## src/standby_halt_pkg.sv

```systemverilog
`default_nettype none
package standby_halt_pkg;

  // ----------------------------------------------------------------
  // clock and timing
  // ----------------------------------------------------------------
  localparam real CLK_PERIOD_NS   = 4.0;
  localparam real CE_FILTER_US    = 187.5;
  localparam int  CE_FILTER_CYCLES = int'($ceil(CE_FILTER_US * 1000.0 / CLK_PERIOD_NS));
  localparam int  TIMER_CARRY_FLAG_SHORT_MS   = 5;
  localparam int  TIMER_CARRY_FLAG_LONG_MS    = 100;
  localparam int  TIMER_CARRY_FLAG_SHORT_CYCLES = int'($floor(TIMER_CARRY_FLAG_SHORT_MS * 1000000.0 / CLK_PERIOD_NS));
  localparam int  TIMER_CARRY_FLAG_LONG_CYCLES  = int'($floor(TIMER_CARRY_FLAG_LONG_MS * 1000000.0 / CLK_PERIOD_NS));

  // ----------------------------------------------------------------
  // register map: word indices, byte address is four times the index
  // ----------------------------------------------------------------
  localparam int           ADDR_W        = 8;
  localparam logic [5:0]   REG_CE_IDX    = 6'h07;
  localparam logic [5:0]   REG_TIMER_CARRY_FLAG_IDX  = 6'h17;
  localparam logic [5:0]   REG_CTRL_IDX  = 6'h20;
  localparam logic [5:0]   REG_STAT_IDX  = 6'h21;

  // field positions
  localparam int CE_FLAG_BIT     = 0;
  localparam int TIMER_CARRY_FLAG_FLAG_BIT   = 0;
  localparam int CTRL_TSEL_BIT   = 0;
  localparam int STAT_HALT_BIT   = 0;
  localparam int STAT_STOP_BIT   = 1;
  localparam int STAT_OPND_LSB   = 4;

  // reset values
  localparam logic CTRL_TSEL_RST = 1'b0;

  // halt operand bits
  localparam int HOP_KEY_BIT   = 0;
  localparam int HOP_TIMER_CARRY_FLAG_BIT  = 1;
  localparam int HOP_IRQ_BIT   = 3;

  // interrupt sources, index order is fixed priority (0 highest)
  localparam logic [1:0] IRQ_SRC_REMOTE = 2'h0;
  localparam logic [1:0] IRQ_SRC_TIMER  = 2'h1;
  localparam logic [1:0] IRQ_SRC_VSYNC  = 2'h2;
  localparam logic [1:0] IRQ_SRC_SERIAL = 2'h3;

  // ----------------------------------------------------------------
  // types
  // ----------------------------------------------------------------
  typedef enum logic [1:0] {
    ST_RUN  = 2'b00,
    ST_HALT = 2'b01,
    ST_STOP = 2'b10
  } standby_state_type;

  typedef struct packed {
    logic       halt_valid;
    logic       stop_valid;
    logic [3:0] operand;
  } cpu_cmd_type;

  typedef struct packed {
    logic       valid;
    logic [1:0] source;
  } irq_ack_type;

endpackage : standby_halt_pkg
`default_nettype wire

```

## src/standby_halt_control.sv

```systemverilog
// Register access over APB and the register offsets were chosen for this implementation.
`default_nettype none
module standby_halt_control #(
  parameter int unsigned CE_FILTER_CNT  = standby_halt_pkg::CE_FILTER_CYCLES,
  parameter int unsigned TIMER_CARRY_FLAG_SHORT_CNT = standby_halt_pkg::TIMER_CARRY_FLAG_SHORT_CYCLES,
  parameter int unsigned TIMER_CARRY_FLAG_LONG_CNT  = standby_halt_pkg::TIMER_CARRY_FLAG_LONG_CYCLES,
  parameter int          KEY_N          = 4,
  parameter int          IRQ_N          = 4
) (
  input  wire logic                              mclk,
  input  wire logic                              sys_rst,
  // apb slave
  input  wire logic                              psel,
  input  wire logic                              penable,
  input  wire logic                              pwrite,
  input  wire logic [standby_halt_pkg::ADDR_W-1:0] paddr,
  input  wire logic [31:0]                       pwdata,
  output var  logic [31:0]                       prdata,
  output var  logic                              pready,
  output var  logic                              pslverr,
  // pins
  input  wire logic                              chip_enable_pin,
  input  wire logic [KEY_N-1:0]                  key_input_pin,
  input  wire logic [KEY_N-1:0]                  key_adc_select,
  // cpu side
  input  wire standby_halt_pkg::cpu_cmd_type     cpu_cmd,
  input  wire logic                              cpu_irq_window,
  input  wire logic [IRQ_N-1:0]                  irq_request,
  input  wire logic [IRQ_N-1:0]                  irq_permission,
  input  wire logic                              global_irq_enable,
  output var  standby_halt_pkg::irq_ack_type     irq_ack,
  output var  logic                              cpu_stall,
  output var  logic                              resume_next,
  output var  logic                              pc_clear,
  output var  logic                              reg_init,
  output var  logic                              osc_stop,
  output var  logic                              periph_run,
  output var  logic                              device_reset,
  output var  logic                              ce_level,
  output var  logic                              timer_carry_flag
);

  // ----------------------------------------------------------------
  // helpers
  // ----------------------------------------------------------------
  function automatic logic [standby_halt_pkg::ADDR_W-1:0] reg_addr(input logic [5:0] idx);
    reg_addr = {idx, 2'b00};
  endfunction : reg_addr

  function automatic standby_halt_pkg::irq_ack_type pick_irq(input logic [IRQ_N-1:0] pend);
    pick_irq = '0;
    for (int i = IRQ_N - 1; i >= 0; i--) begin
      if (pend[i]) begin
        pick_irq.valid  = 1'b1;
        pick_irq.source = 2'(i);
      end
    end
  endfunction : pick_irq

  // ----------------------------------------------------------------
  // pin synchronisers
  // ----------------------------------------------------------------
  logic             ce_meta_q;
  logic             ce_sync_q;
  logic [KEY_N-1:0] key_meta_q;
  logic [KEY_N-1:0] key_sync_q;

  always_ff @(posedge mclk or posedge sys_rst) begin
    if (sys_rst) begin
      ce_meta_q  <= 1'b0;
      ce_sync_q  <= 1'b0;
      key_meta_q <= '0;
      key_sync_q <= '0;
    end else begin
      ce_meta_q  <= chip_enable_pin;
      ce_sync_q  <= ce_meta_q;
      key_meta_q <= key_input_pin;
      key_sync_q <= key_meta_q;
    end
  end

  // ----------------------------------------------------------------
  // chip-enable noise filter and reset edge
  // ----------------------------------------------------------------
  logic [31:0] ce_cnt_q;
  logic        ce_level_q;
  logic        ce_rise;

  // level changes only after the new value has held a full filter time
  always_ff @(posedge mclk or posedge sys_rst) begin
    if (sys_rst) begin
      ce_cnt_q   <= '0;
      ce_level_q <= 1'b0;
    end else if (ce_sync_q == ce_level_q) begin
      ce_cnt_q <= '0;
    end else if (ce_cnt_q >= CE_FILTER_CNT - 1) begin
      ce_cnt_q   <= '0;
      ce_level_q <= ce_sync_q;
    end else begin
      ce_cnt_q <= ce_cnt_q + 32'h00000001;
    end
  end

  assign ce_rise = (ce_cnt_q >= CE_FILTER_CNT - 1) && ce_sync_q && !ce_level_q;

  always_ff @(posedge mclk or posedge sys_rst) begin
    if (sys_rst) begin
      device_reset <= 1'b1;
    end else begin
      device_reset <= ce_rise;
    end
  end

  // ----------------------------------------------------------------
  // key input latches
  // ----------------------------------------------------------------
  logic [KEY_N-1:0] key_latch_q;

  // a pin handed to the converter keeps its last level, so a stored
  // high still counts as a pressed key
  generate
    for (genvar k = 0; k < KEY_N; k++) begin : g_key
      always_ff @(posedge mclk or posedge sys_rst) begin
        if (sys_rst) begin
          key_latch_q[k] <= 1'b0;
        end else if (!key_adc_select[k]) begin
          key_latch_q[k] <= key_sync_q[k];
        end
      end
    end
  endgenerate

  // ----------------------------------------------------------------
  // apb front end
  // ----------------------------------------------------------------
  logic        ctrl_tsel_q;
  logic        apb_setup;
  logic        apb_done;
  logic        wr_ctrl;
  logic        rd_timer_carry_flag;
  logic        timer_carry_flag_read_bit_q;
  logic        addr_hit;
  logic [31:0] rd_word;

  standby_halt_pkg::standby_state_type state_q;
  logic [3:0]  halt_opnd_q;
  logic        timer_carry_flag_q;

  assign apb_setup = psel && !penable && !pready;
  assign apb_done  = psel && penable && pready;
  assign wr_ctrl   = apb_done && pwrite && (paddr == reg_addr(standby_halt_pkg::REG_CTRL_IDX));
  assign rd_timer_carry_flag   = apb_done && !pwrite && (paddr == reg_addr(standby_halt_pkg::REG_TIMER_CARRY_FLAG_IDX));

  always_comb begin
    rd_word  = '0;
    addr_hit = 1'b1;
    unique case (paddr)
      reg_addr(standby_halt_pkg::REG_CE_IDX):
        rd_word[standby_halt_pkg::CE_FLAG_BIT] = ce_level_q;
      reg_addr(standby_halt_pkg::REG_TIMER_CARRY_FLAG_IDX):
        rd_word[standby_halt_pkg::TIMER_CARRY_FLAG_FLAG_BIT] = timer_carry_flag_q;
      reg_addr(standby_halt_pkg::REG_CTRL_IDX):
        rd_word[standby_halt_pkg::CTRL_TSEL_BIT] = ctrl_tsel_q;
      reg_addr(standby_halt_pkg::REG_STAT_IDX): begin
        rd_word[standby_halt_pkg::STAT_HALT_BIT] = (state_q == standby_halt_pkg::ST_HALT);
        rd_word[standby_halt_pkg::STAT_STOP_BIT] = (state_q == standby_halt_pkg::ST_STOP);
        rd_word[standby_halt_pkg::STAT_OPND_LSB +: 4] = halt_opnd_q;
      end
      default:
        addr_hit = 1'b0;
    endcase
  end

  // no wait state: data is captured in the setup cycle, pready rises
  // in the access cycle
  always_ff @(posedge mclk or posedge sys_rst) begin
    if (sys_rst) begin
      pready          <= 1'b0;
      prdata          <= '0;
      pslverr         <= 1'b0;
      timer_carry_flag_read_bit_q <= 1'b0;
    end else if (apb_setup) begin
      pready          <= 1'b1;
      prdata          <= pwrite ? 32'h00000000 : rd_word;
      pslverr         <= !addr_hit;
      timer_carry_flag_read_bit_q <= timer_carry_flag_q;
    end else begin
      pready  <= 1'b0;
      pslverr <= 1'b0;
    end
  end

  // ----------------------------------------------------------------
  // standby state machine
  // ----------------------------------------------------------------
  logic                          stop_ok;
  logic                          timer_carry_flag_tick;
  logic                          key_release;
  logic                          timer_carry_flag_release;
  logic                          irq_release;
  logic [IRQ_N-1:0]              irq_pending;
  logic                          irq_fire;
  standby_halt_pkg::irq_ack_type irq_pick;

  // the stop operand is not decoded; software is expected to give zero
  assign stop_ok = cpu_cmd.stop_valid && !ce_level_q;

  assign irq_pending = irq_request & irq_permission & {IRQ_N{global_irq_enable}};
  assign irq_pick    = pick_irq(irq_pending);

  // in halt only an enabled interrupt operand lets an acknowledge through
  always_comb begin
    irq_fire = 1'b0;
    unique case (state_q)
      standby_halt_pkg::ST_RUN:
        irq_fire = irq_pick.valid && cpu_irq_window && !cpu_cmd.halt_valid;
      standby_halt_pkg::ST_HALT:
        irq_fire = irq_pick.valid && halt_opnd_q[standby_halt_pkg::HOP_IRQ_BIT];
      standby_halt_pkg::ST_STOP:
        irq_fire = 1'b0;
      default:
        irq_fire = 1'b0;
    endcase
  end

  assign key_release  = halt_opnd_q[standby_halt_pkg::HOP_KEY_BIT] && (|key_latch_q);
  assign timer_carry_flag_release = halt_opnd_q[standby_halt_pkg::HOP_TIMER_CARRY_FLAG_BIT] && (timer_carry_flag_tick || timer_carry_flag_q);
  assign irq_release  = (state_q == standby_halt_pkg::ST_HALT) && irq_fire;

  always_ff @(posedge mclk or posedge sys_rst) begin
    if (sys_rst) begin
      state_q     <= standby_halt_pkg::ST_RUN;
      halt_opnd_q <= 4'h0;
    end else if (ce_rise) begin
      state_q     <= standby_halt_pkg::ST_RUN;
      halt_opnd_q <= 4'h0;
    end else begin
      unique case (state_q)
        standby_halt_pkg::ST_RUN: begin
          if (stop_ok) begin
            state_q <= standby_halt_pkg::ST_STOP;
          end else if (cpu_cmd.halt_valid) begin
            state_q     <= standby_halt_pkg::ST_HALT;
            halt_opnd_q <= cpu_cmd.operand;
          end
        end
        standby_halt_pkg::ST_HALT: begin
          // zero operand: nothing below fires, only a reset leaves
          if (key_release || timer_carry_flag_release || irq_release) begin
            state_q     <= standby_halt_pkg::ST_RUN;
            halt_opnd_q <= 4'h0;
          end
        end
        standby_halt_pkg::ST_STOP: begin
          state_q <= standby_halt_pkg::ST_STOP;
        end
        default: begin
          state_q <= standby_halt_pkg::ST_RUN;
        end
      endcase
    end
  end

  // ----------------------------------------------------------------
  // cpu facing outputs
  // ----------------------------------------------------------------
  logic halt_leaving;

  assign halt_leaving = (state_q == standby_halt_pkg::ST_HALT) && !ce_rise &&
                        (key_release || timer_carry_flag_release || irq_release);

  always_ff @(posedge mclk or posedge sys_rst) begin
    if (sys_rst) begin
      cpu_stall   <= 1'b0;
      resume_next <= 1'b0;
      irq_ack     <= '0;
    end else begin
      cpu_stall   <= (state_q != standby_halt_pkg::ST_RUN && !ce_rise && !halt_leaving) ||
                     (state_q == standby_halt_pkg::ST_RUN && !ce_rise &&
                      (stop_ok || cpu_cmd.halt_valid));
      // plain release continues after the pause; an interrupt release
      // goes to the vector and returns there through the return instruction
      resume_next <= halt_leaving && !irq_release;
      irq_ack.valid  <= irq_fire && !ce_rise;
      irq_ack.source <= irq_fire ? irq_pick.source : 2'h0;
    end
  end

  // ----------------------------------------------------------------
  // oscillator stop and register initialisation
  // ----------------------------------------------------------------
  logic stop_entry;

  assign stop_entry = (state_q == standby_halt_pkg::ST_RUN) && stop_ok && !ce_rise;

  always_ff @(posedge mclk or posedge sys_rst) begin
    if (sys_rst) begin
      pc_clear   <= 1'b0;
      reg_init   <= 1'b0;
      osc_stop   <= 1'b0;
      periph_run <= 1'b1;
    end else begin
      pc_clear   <= stop_entry;
      reg_init   <= stop_entry;
      osc_stop   <= ce_rise ? 1'b0 : (osc_stop || stop_entry);
      // halt leaves peripherals running, only stop halts them
      periph_run <= ce_rise || !(osc_stop || stop_entry);
    end
  end

  // ----------------------------------------------------------------
  // control register
  // ----------------------------------------------------------------
  always_ff @(posedge mclk or posedge sys_rst) begin
    if (sys_rst) begin
      ctrl_tsel_q <= standby_halt_pkg::CTRL_TSEL_RST;
    end else if (ce_rise || stop_entry) begin
      ctrl_tsel_q <= standby_halt_pkg::CTRL_TSEL_RST;
    end else if (wr_ctrl) begin
      ctrl_tsel_q <= pwdata[standby_halt_pkg::CTRL_TSEL_BIT];
    end
  end

  // ----------------------------------------------------------------
  // timer carry
  // ----------------------------------------------------------------
  logic [31:0] timer_carry_flag_cnt_q;
  logic [31:0] timer_carry_flag_limit;

  assign timer_carry_flag_limit = ctrl_tsel_q ? 32'(TIMER_CARRY_FLAG_LONG_CNT - 1) : 32'(TIMER_CARRY_FLAG_SHORT_CNT - 1);
  assign timer_carry_flag_tick  = periph_run && (timer_carry_flag_cnt_q >= timer_carry_flag_limit);

  // prescaler keeps running while halted, clears on stop entry and holds at zero in stop
  always_ff @(posedge mclk or posedge sys_rst) begin
    if (sys_rst) begin
      timer_carry_flag_cnt_q <= '0;
    end else if (ce_rise || stop_entry || timer_carry_flag_tick) begin
      timer_carry_flag_cnt_q <= '0;
    end else if (periph_run) begin
      timer_carry_flag_cnt_q <= timer_carry_flag_cnt_q + 32'h00000001;
    end
  end

  // a read clears only the value it returned; a new set wins
  always_ff @(posedge mclk or posedge sys_rst) begin
    if (sys_rst) begin
      timer_carry_flag_q <= 1'b0;
    end else if (ce_rise || stop_entry) begin
      timer_carry_flag_q <= 1'b0;
    end else begin
      timer_carry_flag_q <= timer_carry_flag_tick || (timer_carry_flag_q && !(rd_timer_carry_flag && timer_carry_flag_read_bit_q));
    end
  end

  // ----------------------------------------------------------------
  // flag outputs
  // ----------------------------------------------------------------
  // filter flop drives the flag itself, so flag and reset pulse line up
  assign ce_level = ce_level_q;

  always_ff @(posedge mclk or posedge sys_rst) begin
    if (sys_rst) begin
      timer_carry_flag <= 1'b0;
    end else begin
      timer_carry_flag <= timer_carry_flag_q;
    end
  end

endmodule : standby_halt_control
`default_nettype wire

```

## config.mk

```make
export PLATFORM = sky130hd
export DESIGN_NAME = standby_halt_control
export DESIGN_NICKNAME = d
export VERILOG_FILES = /design/src/standby_halt_pkg.sv /design/src/standby_halt_control.sv
export SDC_FILE = /design/constraint.sdc
export NUM_CORES = 1
export LEC_CHECK = 0
export ABC_CLOCK_PERIOD_IN_PS = 5790
export BUFFER_PORTS_ARGS = -buffer_cell sky130_fd_sc_hd__buf_2
export CAP_MARGIN = 20
export CELL_PAD_IN_SITES_DETAIL_PLACEMENT = 1
export CELL_PAD_IN_SITES_GLOBAL_PLACEMENT = 1
export CORE_AREA = 2 2 109 111
export CTS_CLUSTER_DIAMETER = 100
export CTS_CLUSTER_SIZE = 16
export DETAILED_ROUTE_END_ITERATION = 16
export DIE_AREA = 0 0 111 113
export HOLD_SLACK_MARGIN = 0.1
export PLACE_DENSITY = 0.93
export SYNTH_ARGS = -nofsm -noshare
export SYNTH_HDL_FRONTEND = slang
export SYNTH_SLANG_ARGS = --single-unit
```

## constraint.sdc

```tcl
create_clock -name mclk -period 5.79 [get_ports mclk]
set_input_delay 0.2895 -clock mclk [delete_from_list [all_inputs] [get_ports mclk]]
set_output_delay 0.2895 -clock mclk [all_outputs]
set_load 0.01 [all_outputs]
```

# Yosys cells after proc, flatten, opt, wreduce, memory -nomap -nowiden
# Index checks and enable logic that the tools add are counted.
[op_classes]
muxes = 32
n_addsub = 2
n_lt_le_gt_ge = 2
n_reduce_logical = 61
eq_ne = 11
bitwise_logic = 3
[ops]
columns = ["cell", "n"]
rows = [
  ["two-way mux 32 bit", 4],
  ["adder 32 x 1 -> 32 bit (second input constant)", 2],
  [">= comparator 32 x 16 -> 1 bit (second input constant)", 1],
  [">= comparator 32 x 25 -> 1 bit", 1],
  ["logical AND 1 bit", 30],
  ["two-way mux 25 bit", 1],
  ["two-way mux 4 bit", 5],
  ["equality test 8 bit (second input constant)", 2],
  ["two-way mux 3 bit", 4],
  ["zero test 1 bit", 11],
  ["logical OR 1 bit", 10],
  ["two-way mux 2 bit", 5],
  ["bitwise AND 4 bit", 2],
  ["equality test 8 x 5 -> 1 bit (second input constant)", 1],
  ["equality test 8 x 7 -> 1 bit (second input constant)", 1],
  ["two-way mux 1 bit", 8],
  ["two-way mux 8 bit", 1],
  ["case mux 4 bit (2 select lines)", 1],
  ["OR reduction 4 bit", 2],
  ["!= test 3 bit (second input constant)", 2],
  ["case mux 2 bit (3 select lines)", 1],
  ["nonzero test 2 bit", 3],
  ["!= test 4 bit (second input constant)", 1],
  ["case mux 1 bit (4 select lines)", 1],
  ["10 further kinds", 11],
]
[word_totals]
out_inout_bits = 46
ff_bits = 132
in_bits = 70
wordCells = 139

# Depth between registers and ports, before layout
# Gate-level depths: netlist of the first run.
[depth]
word_depth = 15
ltp_mapped = 10
depth_no_buf = 9

# Least setup slack after synthesis of the first run
# No wires, ideal clock.
[synth_path]
kind = "register to register"
start = "reg ctrl_tsel_q"
end = "reg halt_opnd_q[3]"
path_buffers = 0
path_stages_with_launch = 10
setup_slack_ps = 3350
synth_period_minus_slack_ps = 2440
required_time_ps = 5668
setup_time_ps = 122
arrival_time_ps = 2318
cell_sequence = "dfrtp_1 inv_1 ha_1 and4b_1 nand3_1 o2bb2ai_1 or3_1 o221ai_1 or3_1 a32o_1"
[synth_between]
elab_chain_cells = 9
[synth_rtl]
columns = ["item", "line", "source"]
rows = [
  ["start, declared", "standby_halt_control.sv:136", "logic ctrl_tsel_q;"],
  ["start signal, assigned", "standby_halt_control.sv:316", "ctrl_tsel_q <= standby_halt_pkg::CTRL_TSEL_RST;"],
  ["start signal, assigned", "standby_halt_control.sv:318", "ctrl_tsel_q <= standby_halt_pkg::CTRL_TSEL_RST;"],
  ["start signal, assigned", "standby_halt_control.sv:320", "ctrl_tsel_q <= pwdata[standby_halt_pkg::CTRL_TSEL_BIT];"],
  ["two-way mux 25 bit", "standby_halt_control.sv:330", "assign timer_carry_flag_limit = ctrl_tsel_q ? 32'(TIMER_CARRY_FLAG_LONG_CNT - 1) : 32'(TIMER_CARRY_FLAG_SHORT_ ..."],
  [">= comparator 32 x 25 -> 1 bit", "standby_halt_control.sv:331", "assign timer_carry_flag_tick = periph_run && (timer_carry_flag_cnt_q >= timer_carry_flag_limit);"],
  ["logical AND 1 bit", "standby_halt_control.sv:331", ""],
  ["logical OR 1 bit", "standby_halt_control.sv:227", "assign timer_carry_flag_release = halt_opnd_q[standby_halt_pkg::HOP_TIMER_CARRY_FLAG_BIT] && (timer_carry_flag ..."],
  ["logical AND 1 bit", "standby_halt_control.sv:227", ""],
  ["logical OR 1 bit (2 in a row)", "standby_halt_control.sv:249", "if (key_release || timer_carry_flag_release || irq_release) begin"],
  ["!= test 3 x 2 -> 1 bit (no source line)", "-", ""],
  ["AND reduction 4 bit (no source line)", "-", ""],
  ["end signal, assigned", "standby_halt_control.sv:244", "halt_opnd_q <= cpu_cmd.operand;"],
  ["end, declared", "standby_halt_control.sv:146", "logic [3:0] halt_opnd_q;"],
]
# No other way between the ends.
# A chain may end at the register's enable or synchronous reset.

# Worst setup path after layout of the first run
[layout_path]
start = "reg ctrl_tsel_q"
end = "reg halt_opnd_q[0]"
# The elaborated chain is that of the path after synthesis.

==> results.cfg, run 1 <==
[outcome]
outcome = finished clean

[routing]
drc = 0
wire_per_inst_um = 19.3
drt-pass1-iter-count = 4
vias_per_cell = 5.53
drt_wl_total_um = 13400
drt_iter0_markers = 185
ant_nets = 0
vias = 3845

[grt]
track_usage = 0.221
antenna_found_initial = 1
grt_pass1_wl_um = 21700
grt_pass1_vias = 4293
grt-ovfl-total = 0
grt_max_degree = 68

[power]
power_leakage_nw = 2.74
powerDensity_mw_per_mm2 = 283
irDropWorstVdd_v = 0.000149

[sta]
tns_ps = 0
setup_viol = 0
fin_crit_sh = 0.544
fmax_mhz = 317
finalHoldViolCount = 0
rsz0062_at_grt = no
tightest_slew_ps = 831
slew_viol_final = 0
finClkSkew_ps = 15.2
max-slew-margin-rel = 0.446
period_needed_ps = 3150

[critical_path]
r2r_cells = 9
crit_fanout = 10
cp_common_cell = or3_1
slowest_stage = dfrtp_1
start_kind = flip-flop
required_ps = 6090
worst-setup-path-type = flip-flop to flip-flop
path_cells = inv_1, ha_1, a211oi_1, o211ai_1, o2bb2ai_1, or3_1, o221ai_1, or3_1, a32o_1
worstPathArrival_ps = 3450
rrSetupSlack_ps = 2640
critPathMaxStageDelay_ps = 520
end_kind = flip-flop

[cells_and_area]
layout_commonest_cell = dfrtp_1
syn_to_final_growth_pct = 16.2
layout-drive-gt1-share = 0.169
layout_common_cells = dfrtp_1 (104), nor2_1 (65), buf_2 (58)
fin_nets = 633
fin_cells = 695

[job]
drv_cap = 0

[place]
place_hpwl_um = 8860
gp_congestion = 0.871
io_buffers = 58
placedCellCount = 670

[cts]
cts_resized = 0
cts_setup_buffers = 0
ctsHoldBuffers = 6
cts_buffers = 9
path_clk_slew_ps = 80
clock_latency_ps = 370
htree_num_levels = 3
clockRootBuffer = clkbuf_16
clk_path_buf_depth = 2
cts_tree = done
cts_sinks = 106

[floorplanning]
start_util = 0.442
ioPinCount = 116
die_w_um = 111
rows = 39
dieArea_sq_mm = 0.0125
fp.coreArea_sq_mm = 0.0113
dieHeight_um = 113

[logic_synthesis]
synth_cells = 463
yosysWarningCount = 0
syn_avg_cell_area_sq_um = 10.8
yosys.area.top_type = dfrtp_1
ys_top_cells_by_area = dfrtp_1 (52%), nor2_1 (4.9%), ha_1 (4.3%)
ys_ff_latch = 106
netlist_area_sq_mm = 0.00498
ys_types = 60
synth_top_area_share = 0.522
async_reset_ff_frac = 1.00
synthFlopType = dfrtp_1
ys_seq_area_frac = 0.533
synth_edf_count = 0

[worst_hold_path]
min_path_type = primary input to flip-flop
hold_depth = 2
-- through the flow --
stage               instance area (sq um)  hold WS [ps]  total power [mW]  utilization  worst slack (ps)
floorplan                            5140           321             0.935            -              2710
global placement                     5380           332             0.968        0.477              2560
detailed placement                   5380           336             0.983        0.477              2460
CTS                                  5750           156              1.63        0.510              2350
global route                         5790           153              1.70        0.514              2480
finish                               5790           145              1.64        0.514              2640
-- critical path, delay by kind of cell, from the launching register on --
kind            cells  cell delay, ps
fa+ha+maj           1             400
buf+inv             1             280
simple gates        2             620
flops               1             520
compound gates      5            1270
-- routing by layer --
layer | vias up | track usage | routed length, um
li1 | 1721 | - | -
met4 | 0 | 0.130 | 622
met1 | 1960 | 0.243 | 5120
met5 | - | 0 | 0
met2 | 121 | 0.407 | 7130
met3 | 43 | 0.0337 | 550
-- flip-flops by register name, indices dropped and copies added, names as in the netlist, 2 cells and up --
register	cells
ce_cnt_q	32
key_sync_q	4
key_latch_q	4
timer_carry_flag_cnt_q	32
halt_opnd_q	4
prdata	6
irq_ack	3
state_q	2
key_meta_q	4
-- cells in the mapped netlist (all sizes together), types with 3 or more instances --
cell type,instances
a211o,3
a211oi,4
a21oi,10
a22o,5
a31oi,9
a32o,5
and2,4
and3,12
and4,5
buf,29
clkbuf,7
dfrtp,104
ha,17
inv,9
mux2,5
mux2i,3
nand2,37
nand2b,6
nand3,17
nand4,5
nor2,66
nor2b,5
nor3,13
nor4,9
o21ai,5
or3,4
xnor2,14
xor2,22
-- cells by family after synthesis --
group,share of synthesized area
AND/OR/NAND/NOR,0.186
flip-flops,0.533
AO/OA/AOI/OAI,0.102
buffers and inverters,0.0547
XOR/XNOR,0.0633
adder cells (fa/ha/maj),0.0427
multiplexers,0.0173
other,0.000752
-- area by class of cell --
class	count	area [sq um]
fillers	1263	5480
flip-flops and latches	106	2660
multi-input cells	353	2210
repair buffers	67	393
clock buffers	9	225
well taps	143	179
clock inverters	7	88.8
inverters	9	36.3
diodes	1	2.50
-- worst paths after layout --
check / end / startpoint
max: halt_opnd_q[0] / ctrl_tsel_q
min in group asynchronous: ce_cnt_q[29] / sys_rst
max reg2reg: halt_opnd_q[0] / ctrl_tsel_q
min reg2reg: ce_sync_q / ce_meta_q
min: halt_opnd_q[1] / cpu_cmd[1]
max in group asynchronous: timer_carry_flag_cnt_q[9] / sys_rst
-- power breakdown --
group	total [mW]	internal [mW]	switching, mW	leakage [nW]
Combinational	0.171	0.0621	0.109	1.19
Clock	0.650	0.345	0.305	0.155
Sequential	0.817	0.778	0.0387	1.39
Total	1.64	1.19	0.453	2.74
No activity file was read; power rests on OpenSTA's default activity.
==> run 2: changes to the inputs <==
==> config.mk (replaced) <==
export PLATFORM = sky130hd
export DESIGN_NAME = standby_halt_control
export DESIGN_NICKNAME = d
export VERILOG_FILES = /design/src/standby_halt_pkg.sv /design/src/standby_halt_control.sv
export SDC_FILE = /design/constraint.sdc
export NUM_CORES = 1
export LEC_CHECK = 0
export ABC_CLOCK_PERIOD_IN_PS = 2650
export BUFFER_PORTS_ARGS = -buffer_cell sky130_fd_sc_hd__buf_2
export CAP_MARGIN = 20
export CELL_PAD_IN_SITES_DETAIL_PLACEMENT = 1
export CELL_PAD_IN_SITES_GLOBAL_PLACEMENT = 1
export CORE_AREA = 2 2 118 120
export CTS_CLUSTER_DIAMETER = 100
export CTS_CLUSTER_SIZE = 16
export DETAILED_ROUTE_END_ITERATION = 16
export DIE_AREA = 0 0 120 122
export HOLD_SLACK_MARGIN = 0.1
export PLACE_DENSITY = 0.86
export SYNTH_ARGS = -nofsm -noshare
export SYNTH_HDL_FRONTEND = slang
export SYNTH_SLANG_ARGS = --single-unit
==> constraint.sdc (replaced) <==
create_clock -name mclk -period 2.65 [get_ports mclk]
set_input_delay 0.1325 -clock mclk [delete_from_list [all_inputs] [get_ports mclk]]
set_output_delay 0.1325 -clock mclk [all_outputs]
set_load 0.01 [all_outputs]
==> run 2 against run 1 <==
  * Critical path type unchanged
  * Die area increased by 17%
  * First-iteration DRC count increased by 110%
  * Routed wire length increased by 20%
  * Combinational power increased to 2.7 times the previous value
  * Sequential power increased by 120%
  * Highest routed layer unchanged
  * Critical endpoint is now halt_opnd_q[1]
  * Clock skew increased by 1.7 ps
==> results.cfg, run 2 (same netlist as run 1, synthesis figures left out) <==
[grt]
gr-usage-met2 = 0.371
grt_max_degree = 41
top_usage_layer = met2
antenna_found_initial = 1
grt_pass1_wl_um = 23200
track_usage = 0.203
grt-ovfl-total = 0
grt_util_met3 = 0.0318
grt_pass1_vias = 4384
use_met1 = 0.227

[critical_path]
r2r-end = halt_opnd_q[1]
end_kind = flip-flop
crit_fanout = 4
r2r_cells = 11
crit_end = halt_opnd_q[1]
worst-path-buf-inv = 3
cp.depth = 11
slowest_stage = dfrtp_1
start_kind = flip-flop
required_ps = 2900
path_cells = clkinvlp_4, buf_6, buf_6, ha_4, a21oi_1, o21bai_1, a21oi_2, a21oi_4, o221ai_4, or3_4, a32o_1
cp_common_cell = buf_6
r2r_start = ctrl_tsel_q
critical-path-top-delay-family = compound AO/OA/AOI/OAI gates
critPathMaxStageDelay_ps = 410
worstPathArrival_ps = 2890
cp-startpoint = ctrl_tsel_q
rrSetupSlack_ps = 4
worst-setup-path-type = flip-flop to flip-flop

[cts]
clk_path_buf_depth = 2
cts_sinks = 106
clockRootBuffer = clkbuf_16
htree_num_levels = 3
path_clk_slew_ps = 80
cts_tree = done
cts_buffers = 9
clock_latency_ps = 370

[sta]
tightest_slew_ps = 770
fmax_mhz = 378
holdWs_ps = 132
setup_viol = 0
final.setup.worst_slack_ps = 4.05
max-slew-margin-rel = 0.486
period_needed_ps = 2650
fin_crit_sh = 0.998
tns_ps = 0
slew_viol_final = 0
finClkSkew_ps = 16.9
rsz0062_at_grt = yes
finalHoldViolCount = 0

[routing]
ant_nets = 0
drc = 0
drt-pass1-iter-count = 4
vias = 4069
drt_wl_total_um = 16100
wire_per_inst_um = 21.1
vias_per_cell = 5.31
drt_iter0_markers = 390

[cells_and_area]
reg.largest.list = ce_cnt_q: 32 flops, timer_carry_flag_cnt_q: 32 flops, prdata: 6 flops
multi_input_area_sq_mm = 0.00243
layout-drive-gt1-share = 0.253
layout_common_cells = dfrtp_1 (104), nor2_1 (62), buf_2 (58)
fin_cells = 767
layout_commonest_cell = dfrtp_1
n_fill_cell = 1468
postLayoutCellArea_sq_mm = 0.00636
regArea_sq_mm = 0.00266
fin_nets = 668
syn_to_final_growth_pct = 27.7

[power]
p_comb_frac = 0.125
powerDensity_mw_per_mm2 = 569
irDropWorstVdd_v = 0.000398
p_int_mw = 2.55
power_switching_mw = 1.07
power_leakage_nw = 2.92
p_seq_frac = 0.496
clkPwrFrac = 0.378
p_sw_frac = 0.295

[floorplanning]
die_w_um = 120
dieArea_sq_mm = 0.0146
ioPinCount = 116
fp.coreArea_sq_mm = 0.0135
start_util = 0.369
rows = 43
dieHeight_um = 122

[worst_hold_path]
min_path_type = primary input to flip-flop
hold_depth = 3

[place]
io_buffers = 58
placedCellCount = 716
gp_congestion = 0.816
place_hpwl_um = 8980
place_area_sq_mm = 0.00552
place_ws_ps = -70.3

[outcome]
outcome = finished clean

[job]
drv_cap = 0
[run 2: changes by cell type in the layout (fill, tap and decap cells not counted), sizes merged]
cell / previous run / this run
clkinv: 4 / 1
bufinv: 1 / 0
buf: 61 / 84
clkbuf: 9 / 10
clkinvlp: 0 / 3
dlygate4sd3: 6 / 18
[run 2: worst min path at each step]
stage,slack (ps),startpoint,to
6_report,130,cpu_cmd[5],state_q[0]
5_1_grt,140,cpu_cmd[5],state_q[0]
4_1_cts,150,cpu_cmd[5],state_q[0]
3_5_place_dp,250,chip_enable_pin,ce_meta_q
3_3_place_gp,240,key_input_pin[2],key_meta_q[2]
2_1_floorplan,160,chip_enable_pin,ce_meta_q
[run 2: routing by layer]
layer,vias to the layer above,share of wire
li1,1795,-
met1,2066,0.38
met2,149,0.53
met3,59,0.040
met4,0,0.047
met5,-,0
[run 2: power groups by stage]
stage	combinational, mW	sequential (mW)	clock [mW]
after floorplan	0.263	1.78	0
after global placement	0.331	1.80	0
after detailed placement	0.348	1.81	0
after CTS	0.386	1.78	1.35
after global routing	0.485	1.80	1.44
final	0.454	1.80	1.37
[run 2: worst reg2reg max path, cell delays in order, from the launching register on]
cell,delay (ps)
dfrtp_1,410
clkinvlp_4,130
buf_6,150
buf_6,130
ha_4,270
a21oi_1,70
o21bai_1,190
a21oi_2,100
a21oi_4,280
o221ai_4,180
or3_4,380
a32o_1,240
[run 2: cell type report]
class	count	share of cell area
flip-flops and latches	106	0.417
inverters	9	0.00649
diodes	1	0.000393
multi-input cells	353	0.382
well taps	180	0.0354
repair buffers	102	0.113
clock inverters	6	0.00845
clock buffers	10	0.0375
[run 2: timing repair]
item,CTS,global route
gates resized for setup,9,34
endpoints found under the hold margin,46,0
pin swaps,3,24
cloned,0,0
setup buffers,7,9
hold buffers,18,0
setup endpoints to repair,20,39
[run 2: metrics by stage]
| stage | utilization | total power [mW] |
|---|---|---|
| 2_1_floorplan | - | 2.04 |
| 3_3_place_gp | 0.409 | 2.13 |
| 3_5_place_dp | 0.409 | 2.16 |
| 4_1_cts | 0.453 | 3.52 |
| 5_1_grt | 0.471 | 3.73 |
| 6_report | 0.471 | 3.62 |
